--- src/logic/lmit_pkg.sv ---
/*
 * Constants for the load and move timing decoder: opcode bytes, ModRM
 * fields and execution clock counts.
 * Assumes an instruction arrives as opcode byte, second byte and ModRM.
 */
package lmit_pkg;
	localparam int CNT_W = 5;
	// Opcode bytes
	localparam logic [7:0] OP_TWO_BYTE = 8'h0f;
	localparam logic [7:0] OP_LOOP_ZERO = 8'he1;
	localparam logic [7:0] OP2_SEG_LIMIT = 8'h03;
	localparam logic [7:0] OP2_SS_FAR = 8'hb2;
	localparam logic [7:0] OP2_GRP_TASK = 8'h00;
	localparam logic [7:0] OP2_CR_WR = 8'h22;
	localparam logic [7:0] OP2_CR_RD = 8'h20;
	localparam logic [7:0] OP2_DR_WR = 8'h23;
	localparam logic [7:0] OP2_DR_RD = 8'h21;
	localparam logic [7:0] OP2_TR_WR = 8'h26;
	localparam logic [7:0] OP2_TR_RD = 8'h24;
	localparam logic [6:0] OP_MOVE_STORE = 7'h44;
	localparam logic [6:0] OP_MOVE_LOAD = 7'h45;
	localparam logic [6:0] OP_MOVE_IMM_RM = 7'h63;
	localparam logic [3:0] OP_MOVE_IMM_REG = 4'hb;
	localparam logic [6:0] OP_ACC_LOAD = 7'h50;
	localparam logic [6:0] OP_ACC_STORE = 7'h51;
	localparam logic [6:0] OP_STR_MOVE = 7'h52;
	localparam logic [7:0] OP_SREG_LOAD = 8'h8e;
	localparam logic [7:0] OP_SREG_STORE = 8'h8c;
	// ModRM fields
	localparam logic [1:0] MOD_REG = 2'h3;
	localparam logic [2:0] SUB_TASK_LOAD = 3'h1;
	localparam logic [2:0] CR_ZERO = 3'h0;
	localparam logic [2:0] CR_TWO = 3'h2;
	localparam logic [2:0] CR_THREE = 3'h3;
	localparam logic [2:0] TR_FIRST_CACHE = 3'h3;
	localparam logic [2:0] TR_LAST_CACHE = 3'h5;
	// Clock counts
	localparam logic [4:0] C_LOOP_TAKEN = 5'h09;
	localparam logic [4:0] C_LOOP_FALL = 5'h03;
	localparam logic [4:0] C_SLL_REG = 5'h0e;
	localparam logic [4:0] C_SLL_HIT = 5'h0f;
	localparam logic [4:0] C_SLL_MISS = 5'h11;
	localparam logic [4:0] C_SSF_REAL = 5'h06;
	localparam logic [4:0] C_SSF_REAL_MISS = 5'h07;
	localparam logic [4:0] C_SSF_PROT = 5'h13;
	localparam logic [4:0] C_SSF_PROT_MISS = 5'h14;
	localparam logic [4:0] C_TRL_REG = 5'h10;
	localparam logic [4:0] C_TRL_HIT = 5'h11;
	localparam logic [4:0] C_TRL_MISS = 5'h12;
	localparam logic [4:0] C_ONE = 5'h01;
	localparam logic [4:0] C_TWO = 5'h02;
	localparam logic [4:0] C_THREE = 5'h03;
	localparam logic [4:0] C_FOUR = 5'h04;
	localparam logic [4:0] C_FIVE = 5'h05;
	localparam logic [4:0] C_CTL_ZERO_WR = 5'h0b;
	localparam logic [4:0] C_SRL_PROT_REG = 5'h0f;
	localparam logic [4:0] C_SRL_PROT_HIT = 5'h10;
	localparam logic [4:0] C_SRL_PROT_MISS = 5'h12;
endpackage

--- src/logic/lmit_timer_if.sv ---
/*
 * Carrier between the decoder and its execution timer.
 * Assumes both ends run on the same clock.
 */
`timescale 1ns/10ps
interface lmit_timer_if;
	logic start;
	logic [4:0] count;
	logic busy;
	logic done;
	modport ctl (output start, output count, input busy, input done);
	modport tmr (input start, input count, output busy, output done);
endinterface

--- src/logic/lmit_decoder.sv ---
/*
 * Opcode decoder and execution timing for the loop-on-zero, limit load,
 * far stack pointer load, task register load, data moves, special
 * register moves and string move.
 * Assumes opcode, ModRM and status inputs come from core logic on
 * ref_clk and are valid together with instr_valid.
 */
`timescale 1ns/10ps
module lmit_decoder
	import lmit_pkg::*;
(
	input wire logic ref_clk,
	input wire logic reset_n,
	input wire logic instr_valid,
	input wire logic [7:0] opcode,
	input wire logic [7:0] opcode2,
	input wire logic [7:0] modrm,
	input wire logic prot_mode,
	input wire logic cache_miss,
	input wire logic loop_taken,
	output logic busy,
	output logic done,
	output logic [4:0] clocks,
	output logic flag_update,
	output logic invalid
);
	lmit_timer_if tif ();

	logic take;
	logic reg_op;
	logic [4:0] cnt_nxt;
	logic known_nxt;
	logic flag_nxt;
	logic [4:0] clocks_r;
	logic flag_update_r;
	logic invalid_r;
	logic [2:0] sub;

	assign take = instr_valid && !tif.busy;
	assign reg_op = (modrm[7:6] == MOD_REG);
	assign sub = modrm[5:3];

	// Register, hit or miss count by operand kind
	function automatic logic [4:0] pick(input logic is_reg,
		input logic miss, input logic [4:0] r, input logic [4:0] h,
		input logic [4:0] m);
		if (is_reg) begin
			pick = r;
		end else if (miss) begin
			pick = m;
		end else begin
			pick = h;
		end
	endfunction

	// Opcode decode into a clock count
	always_comb begin
		cnt_nxt = C_ONE;
		known_nxt = 1'b1;
		flag_nxt = 1'b0;
		if (opcode == OP_TWO_BYTE) begin
			if (opcode2 == OP2_SEG_LIMIT) begin
				// Real mode has no descriptors to read
				known_nxt = prot_mode;
				flag_nxt = prot_mode;
				cnt_nxt = pick(reg_op, cache_miss, C_SLL_REG, C_SLL_HIT,
					C_SLL_MISS);
			end else if (opcode2 == OP2_SS_FAR) begin
				if (prot_mode) begin
					cnt_nxt = cache_miss ? C_SSF_PROT_MISS : C_SSF_PROT;
				end else begin
					cnt_nxt = cache_miss ? C_SSF_REAL_MISS : C_SSF_REAL;
				end
			end else if (opcode2 == OP2_GRP_TASK) begin
				known_nxt = prot_mode && (sub == SUB_TASK_LOAD);
				cnt_nxt = pick(reg_op, cache_miss, C_TRL_REG, C_TRL_HIT,
					C_TRL_MISS);
			end else if (opcode2 == OP2_CR_WR) begin
				known_nxt = (sub == CR_ZERO) || (sub == CR_TWO) ||
					(sub == CR_THREE);
				cnt_nxt = (sub == CR_ZERO) ? C_CTL_ZERO_WR : C_THREE;
			end else if (opcode2 == OP2_CR_RD) begin
				known_nxt = (sub == CR_ZERO) || (sub == CR_TWO) ||
					(sub == CR_THREE);
				cnt_nxt = (sub == CR_ZERO) ? C_ONE : C_THREE;
			end else if (opcode2 == OP2_DR_WR) begin
				cnt_nxt = C_ONE;
			end else if (opcode2 == OP2_DR_RD) begin
				cnt_nxt = C_THREE;
			end else if (opcode2 == OP2_TR_WR) begin
				// Cache test registers are slower than the TLB ones
				known_nxt = (sub >= TR_FIRST_CACHE);
				cnt_nxt = (sub <= TR_LAST_CACHE) ? C_FIVE : C_ONE;
			end else if (opcode2 == OP2_TR_RD) begin
				known_nxt = (sub >= TR_FIRST_CACHE);
				cnt_nxt = (sub <= TR_LAST_CACHE) ? C_FIVE : C_THREE;
			end else begin
				known_nxt = 1'b0;
			end
		end else if (opcode == OP_LOOP_ZERO) begin
			cnt_nxt = loop_taken ? C_LOOP_TAKEN : C_LOOP_FALL;
		end else if (opcode[7:4] == OP_MOVE_IMM_REG) begin
			cnt_nxt = C_ONE;
		end else if (opcode[7:1] == OP_ACC_LOAD) begin
			cnt_nxt = cache_miss ? C_FOUR : C_TWO;
		end else if (opcode[7:1] == OP_ACC_STORE) begin
			// Always a memory operand, so the register count never applies
			cnt_nxt = pick(1'b0, cache_miss, C_ONE, C_TWO, C_TWO);
		end else if (opcode[7:1] == OP_STR_MOVE) begin
			cnt_nxt = C_FIVE;
		end else if (opcode[7:1] == OP_MOVE_STORE ||
			opcode[7:1] == OP_MOVE_IMM_RM) begin
			cnt_nxt = pick(reg_op, cache_miss, C_ONE, C_TWO, C_TWO);
		end else if (opcode[7:1] == OP_MOVE_LOAD) begin
			cnt_nxt = pick(reg_op, cache_miss, C_ONE, C_TWO, C_FOUR);
		end else if (opcode == OP_SREG_LOAD) begin
			if (prot_mode) begin
				cnt_nxt = pick(reg_op, cache_miss, C_SRL_PROT_REG,
					C_SRL_PROT_HIT, C_SRL_PROT_MISS);
			end else begin
				cnt_nxt = pick(reg_op, cache_miss, C_TWO, C_THREE, C_FIVE);
			end
		end else if (opcode == OP_SREG_STORE) begin
			cnt_nxt = pick(reg_op, cache_miss, C_ONE, C_TWO, C_TWO);
		end else begin
			known_nxt = 1'b0;
		end
	end

	// Start the timer only for opcodes this slice executes
	assign tif.start = take && known_nxt;
	assign tif.count = cnt_nxt;

	// Count and flag reported with each accepted instruction
	always_ff @(posedge ref_clk) begin
		if (!reset_n) begin
			clocks_r <= '0;
			flag_update_r <= 1'b0;
		end else if (take && known_nxt) begin
			clocks_r <= cnt_nxt;
			flag_update_r <= flag_nxt;
		end
	end

	// One-clock reject pulse; nothing is executed
	always_ff @(posedge ref_clk) begin
		if (!reset_n) begin
			invalid_r <= 1'b0;
		end else begin
			invalid_r <= take && !known_nxt;
		end
	end

	lmit_timer u_timer (
		.ref_clk(ref_clk),
		.reset_n(reset_n),
		.tif(tif)
	);

	assign busy = tif.busy;
	assign done = tif.done;
	assign clocks = clocks_r;
	assign flag_update = flag_update_r;
	assign invalid = invalid_r;
endmodule

--- src/logic/lmit_timer.sv ---
/*
 * Execution timer: holds busy for the loaded number of clocks, then
 * pulses done for one clock.
 * Assumes start is only raised while busy is low.
 */
`timescale 1ns/10ps
module lmit_timer
	import lmit_pkg::*;
(
	input wire logic ref_clk,
	input wire logic reset_n,
	lmit_timer_if.tmr tif
);
	logic [CNT_W-1:0] remain_r;
	logic busy_r;
	logic done_r;

	// Countdown; zero left means this is the last busy clock
	always_ff @(posedge ref_clk) begin
		if (!reset_n) begin
			busy_r <= 1'b0;
			remain_r <= '0;
		end else if (tif.start) begin
			busy_r <= 1'b1;
			remain_r <= tif.count - 5'h01;
		end else if (busy_r) begin
			if (remain_r == '0) begin
				busy_r <= 1'b0;
			end else begin
				remain_r <= remain_r - 5'h01;
			end
		end
	end

	// Completion pulse right after the last busy clock
	always_ff @(posedge ref_clk) begin
		if (!reset_n) begin
			done_r <= 1'b0;
		end else begin
			done_r <= busy_r && !tif.start && (remain_r == '0);
		end
	end

	assign tif.busy = busy_r;
	assign tif.done = done_r;
endmodule

--- config.mk ---
export PLATFORM = sky130hd
export DESIGN_NAME = lmit_decoder
export DESIGN_NICKNAME = d
export VERILOG_FILES = /design/src/logic/lmit_pkg.sv /design/src/logic/lmit_timer_if.sv /design/src/logic/lmit_decoder.sv /design/src/logic/lmit_timer.sv
export SDC_FILE = /design/constraint.sdc
export NUM_CORES = 1
export LEC_CHECK = 0
export ABC_AREA = 1
export BUFFER_PORTS_ARGS = -buffer_cell sky130_fd_sc_hd__buf_2
export CAP_MARGIN = 0
export CORE_UTILIZATION = 45
export DETAILED_ROUTE_END_ITERATION = 16
export GPL_ROUTABILITY_DRIVEN = 1
export PLACE_DENSITY_LB_ADDON = 0.1
export SLEW_MARGIN = 20
export SYNTH_ARGS = -nofsm -noshare
export SYNTH_HDL_FRONTEND = slang
export SYNTH_SLANG_ARGS = --single-unit
export TNS_END_PERCENT = 50
--- constraint.sdc ---
create_clock -name ref_clk -period 2 [get_ports ref_clk]
set_clock_uncertainty 0.15 [all_clocks]
set_input_delay 0.1 -clock ref_clk [delete_from_list [all_inputs] [get_ports ref_clk]]
set_output_delay 0.1 -clock ref_clk [all_outputs]
set_load 0.02 [all_outputs]
Word level (Yosys, flattened, before mapping):

Cells that the tools add are included.

* add/sub/neg operators: 2
* order comparisons: 2
* eq/ne operators: 24
* mux-type cells: 66
* reduce and logical (&&, ||, !) cells: 17

Operators by type and width (number)
* 5-bit two-way mux: 20
* 8-bit by 6-bit == test with 1-bit output (second input constant): 6
* 7-bit == test (second input constant): 6
* 3-bit two-way mux: 12
* 8-bit == test (second input constant): 4
* 1-bit two-way mux: 25
* 2-bit two-way mux: 6
* 4-bit two-way mux: 3
* 5-bit by 1-bit subtractor with 5-bit output (second input constant): 2
* 8-bit by 2-bit == test with 1-bit output (second input constant): 1
* 8-bit by 4-bit == test with 1-bit output (second input constant): 1
* 8-bit logical NOT: 1
* 3-bit by 2-bit == test with 1-bit output (second input constant): 2
* 1-bit logical AND: 6
* 5-bit logical NOT: 1
* 4-bit == test (second input constant): 1
* 3-bit by 1-bit == test with 1-bit output (second input constant): 1
* 3-bit by 2-bit >= comparator with 1-bit output (second input constant): 1
* 3-bit <= comparator (second input constant): 1
* 1-bit logical NOT: 3
* 3-bit logical NOT: 1
* 1-bit logical OR: 3
* 2-bit == test (second input constant): 1
* 2-bit by 1-bit inequality test with 1-bit output (second input constant): 1
* 2 further kinds: 2

* flip-flop bits (word level): 14
* bits of input ports: 30
* logic and storage cells: 117

Depth between registers and ports, before layout:

* word-level depth: 15
* gate-level depth with buffers: 21

Modules after synthesis:

Synthesis repeated with hierarchy kept, for this count alone.

* cells, all modules: 311
* area total of the unflattened synthesis: 1687.9 sq um

Modules (own cells, without submodules)
* lmit_decoder: instances 1, cells an instance 236, area an instance 1198.6 sq um, seq. area each 140.1 sq um
* lmit_timer: instances 1, cells an instance 75, area an instance 489.2 sq um, seq. area each 140.1 sq um

Worst setup path after synthesis:

OpenSTA, ideal clock, no wires.

* kind: input to register
* start: in opcode2[7]
* end: reg u_timer.remain_r[4]
* setup time: 0.109 ns
* arrival: 1.639 ns
* required time: 1.741 ns
* slack: 0.102 ns
* stages on the path: 18
* buffers on the path: 1
* cell sequence: nor2_1 nand2_1 nor2_2 nand2_1 nand4_2 nand3_4 buf_8 nand2_4 nand2_4 inv_1 ha_1 inv_1 nor2_2 nand2_1 nand2_1 nand3_1 nand2_1 inv_1

* longest elaborated chain between the ends: 14
* elaborated cells between the ends (all ways): 35

RTL lines
* from (decl): RTL line lmit_decoder.sv:16 `input wire logic [7:0] opcode2,`
* parallel branches: the longest is 14 deep, another holds 5-bit by 1-bit subtractor with 5-bit output
* to (signal assigned): RTL line lmit_timer.sv:25 `remain_r <= tif.count - 5'h01;`
* to (signal assigned): RTL line lmit_timer.sv:30 `remain_r <= remain_r - 5'h01;`
* to (decl): RTL line lmit_timer.sv:14 `logic [CNT_W-1:0] remain_r;`

Parallel ways; which one is timed is not known.
A chain may end at the register's enable or synchronous reset.

Worst setup path in the final report:

* start: in opcode[5]
* end: reg u_timer.remain_r[2]

* longest elaborated chain between the ends: 14
* elaborated cells between the ends (all ways): 38

RTL lines
* from (decl): RTL line lmit_decoder.sv:15 `input wire logic [7:0] opcode,`
* parallel branches: the longest is 14 deep, another holds 5-bit by 1-bit subtractor with 5-bit output

Parallel ways; which one is timed is not known.

==> results.toml <==
[status]
status = "finished clean"

[sta]
tightest_slew_ns = 0.277
finalSetupViolations = 0
finalHoldViolCount = 0
min_period_ns = 1.86
setup_tns_ns = 0
relSlewSlack = 0.814
finalWorstSetupSlack_ns = 0.137
slew_viol_final = 0
final.period_utilization = 0.931
fmax_ghz = 0.537

[final_layout]
syn_to_final_growth_pct = 46.6
post-route-util = 0.690
fin_nets = 408
antenna_cells = 0
multiInputGateArea_um2 = 1180
design_area_um2 = 2320
layout-drive-gt1-share = 0.390
fillCellCount = 333
seq_area_um2 = 280

[power_and_ir_drop]
leakage_nw = 1.26
power_density_nw_per_um2 = 341
peakVddDrop_mv = 0.393

[route]
ant_nets = 0
routedWlPerCell_um = 10.3
dr_total_vias = 1988
via_per_inst = 4.76
drcViolationCount = 0
drt_iter0_drc = 62
routed_wirelength_um = 4310
drt_pass1_iterations = 4

[global_route]
antenna_found_initial = 0
overflow = 0
grt_use_met2 = 0.432
met3_usage = 0.0315
grt_max_degree = 11
use_met1 = 0.293
grtUsageTotal = 0.235
grt_pass1_vias = 1723
grt_pass1_wl_um = 6780
top_usage_layer = "met2"

[setup_path]
cp_max_fo = 5
start_kind = "input port"
endpoint_kind = "register"
critical_path_class = "in -> reg"
critical_path_arrival_ns = 1.89
required_ns = 2.02

[clock_network]
clock_latency_ns = 0.28
cts_buffers = 3
cts-root-buf = "clkbuf_4"
cts_sinks = 14
htreeDepth = 1
clockBufferDepth = 2
clk_pin_slew_ns = 0.08
cts_tree = "built"

[floorplanning]
rows = 21
chipHeight_um = 61.3
core_um2 = 3360
ios = 39
fp.dieW_um = 61.3
start_util = 0.471
dieArea_um2 = 3760

[synthesis]
synthCells = 281
ys.flop_type = "dfxtp_1"
syn_nets = 316
ys_types = 28
synth_top_area_frac = 0.228
yosys_warnings = 0
syn_area_um2 = 1580
synth_edf_count = 0
synth_area_leaders = "nand2_1 (23%), dfxtp_1 (18%), inv_1 (8.1%)"
ys_seq_area_frac = 0.177
synth_area_leader_cell = "nand2_1"
avgSynthCellArea_um2 = 5.63
synth-seq-cells = 14
synth-async-reset-ratio = 0

[place]
gp_congestion = 0.954
port_buffers = 35
dp_hpwl_um = 3580
placed_area_um2 = 2150
dp_slack_ns = -0.218

[job]
drv_cap = 0

[min_path]
hold_class = "in -> reg"
[synthesized netlist by cell type (3+ instances only)]
cell / count
a21oi_1: 8
dfxtp_1: 14
ha_1: 5
inv_1: 34
inv_2: 13
nand2_1: 96
nand2_2: 8
nand2_4: 3
nand3_1: 23
nand3b_1: 3
nand4_1: 6
nor2_1: 26
nor2_2: 8
nor2_4: 3
nor3_1: 7
o21ai_0: 10
[through the flow]
stage	hold slack [ns]	power, mW	std cells
global placement	0.231	0.568	408
detailed placement	0.232	0.571	408
floorplan	0.0919	0.444	281
finish	0.108	0.790	418
global route	0.144	0.845	418
CTS	0.102	0.778	414
[sequential cells by signal, summed over array words and instances (netlist names)]
name / cells
invalid: 1
clocks: 5
u_timer.tif.done: 1
u_timer.remain_r: 5
u_timer.tif.busy: 1
flag_update: 1
[cell type report]
type                    count  area share
multi-input cells         217       0.510
inverters                  49      0.0793
flip-flops and latches     14       0.121
repair buffers             88       0.249
well taps                  46      0.0248
clock buffers               4      0.0156
[worst max-delay path: stages]
cell     delay, ns
buf_2         0.13
inv_2         0.09
nand2_1       0.06
nor2_1        0.15
nand2_2       0.09
a21oi_2       0.13
nand4_2       0.14
nand3_4       0.11
buf_4         0.12
nand2_4       0.04
nand2_4       0.06
inv_1         0.04
ha_2          0.17
inv_1         0.06
nor2_2        0.04
o31ai_1       0.26
inv_1         0.06
[report_power, final]
part           leakage, nW  switching, mW  internal [mW]
registers            0.113        0.00659          0.288
clock network       0.0210         0.0906          0.111
logic                 1.12          0.163          0.130
total                 1.26          0.260          0.530
[cells in the final DEF, fill, tap and decap left out, drive strengths merged, types with 3 or more instances in the layout]
master / Yosys / layout
nand2: 107 / 107
ha: 5 / 5
nor3: 7 / 7
o21ai: 11 / 11
nor2: 37 / 37
inv: 47 / 47
a21oi: 10 / 10
dfxtp: 14 / 14
nand3: 25 / 25
buf: 1 / 86
clkbuf: 0 / 4
nand4: 8 / 8
nand3b: 3 / 3
[what timing repair did]
| item | CTS | global route |
|---|---|---|
| hold buffers | 2 | 0 |
| endpoints found under the setup margin | 0 | 2 |
| buffers inserted | 0 | 4 |
| endpoints found under the hold margin | 3 | 0 |
| resized for setup | 0 | 23 |
[logic make-up (layout without fill, tap and decap cells)]
logic type,after synthesis,count (layout),share of synthesized area
AOI/OAI and AO/OA,25,25,0.0909
adders and majority gates,5,5,0.0395
buffers and inverters,50,141,0.126
DFF,14,14,0.177
and+or+nand+nor,187,187,0.567
[final timing paths]
kind	start	to	slack, ns	cells after the start
worst max-delay path	opcode[5]	u_timer.remain_r[2]	0.14	17
worst min-delay path	prot_mode	flag_update	0.11	4
worst max register to register	u_timer.tif.busy	u_timer.remain_r[2]	0.18	13
worst min register to register	clocks[0]	clocks[0]	0.32	2
[metal layers]
| metal | up-vias | wire, µm | share of wire |
|---|---|---|---|
| met3 | 6 | 158 | 0.037 |
| met4 | 0 | 52 | 0.012 |
| li1 | 1065 | - | - |
| met2 | 51 | 2150 | 0.50 |
| met5 | - | 0 | 0 |
| met1 | 866 | 1950 | 0.45 |
Power figures use the tool's default switching activity.
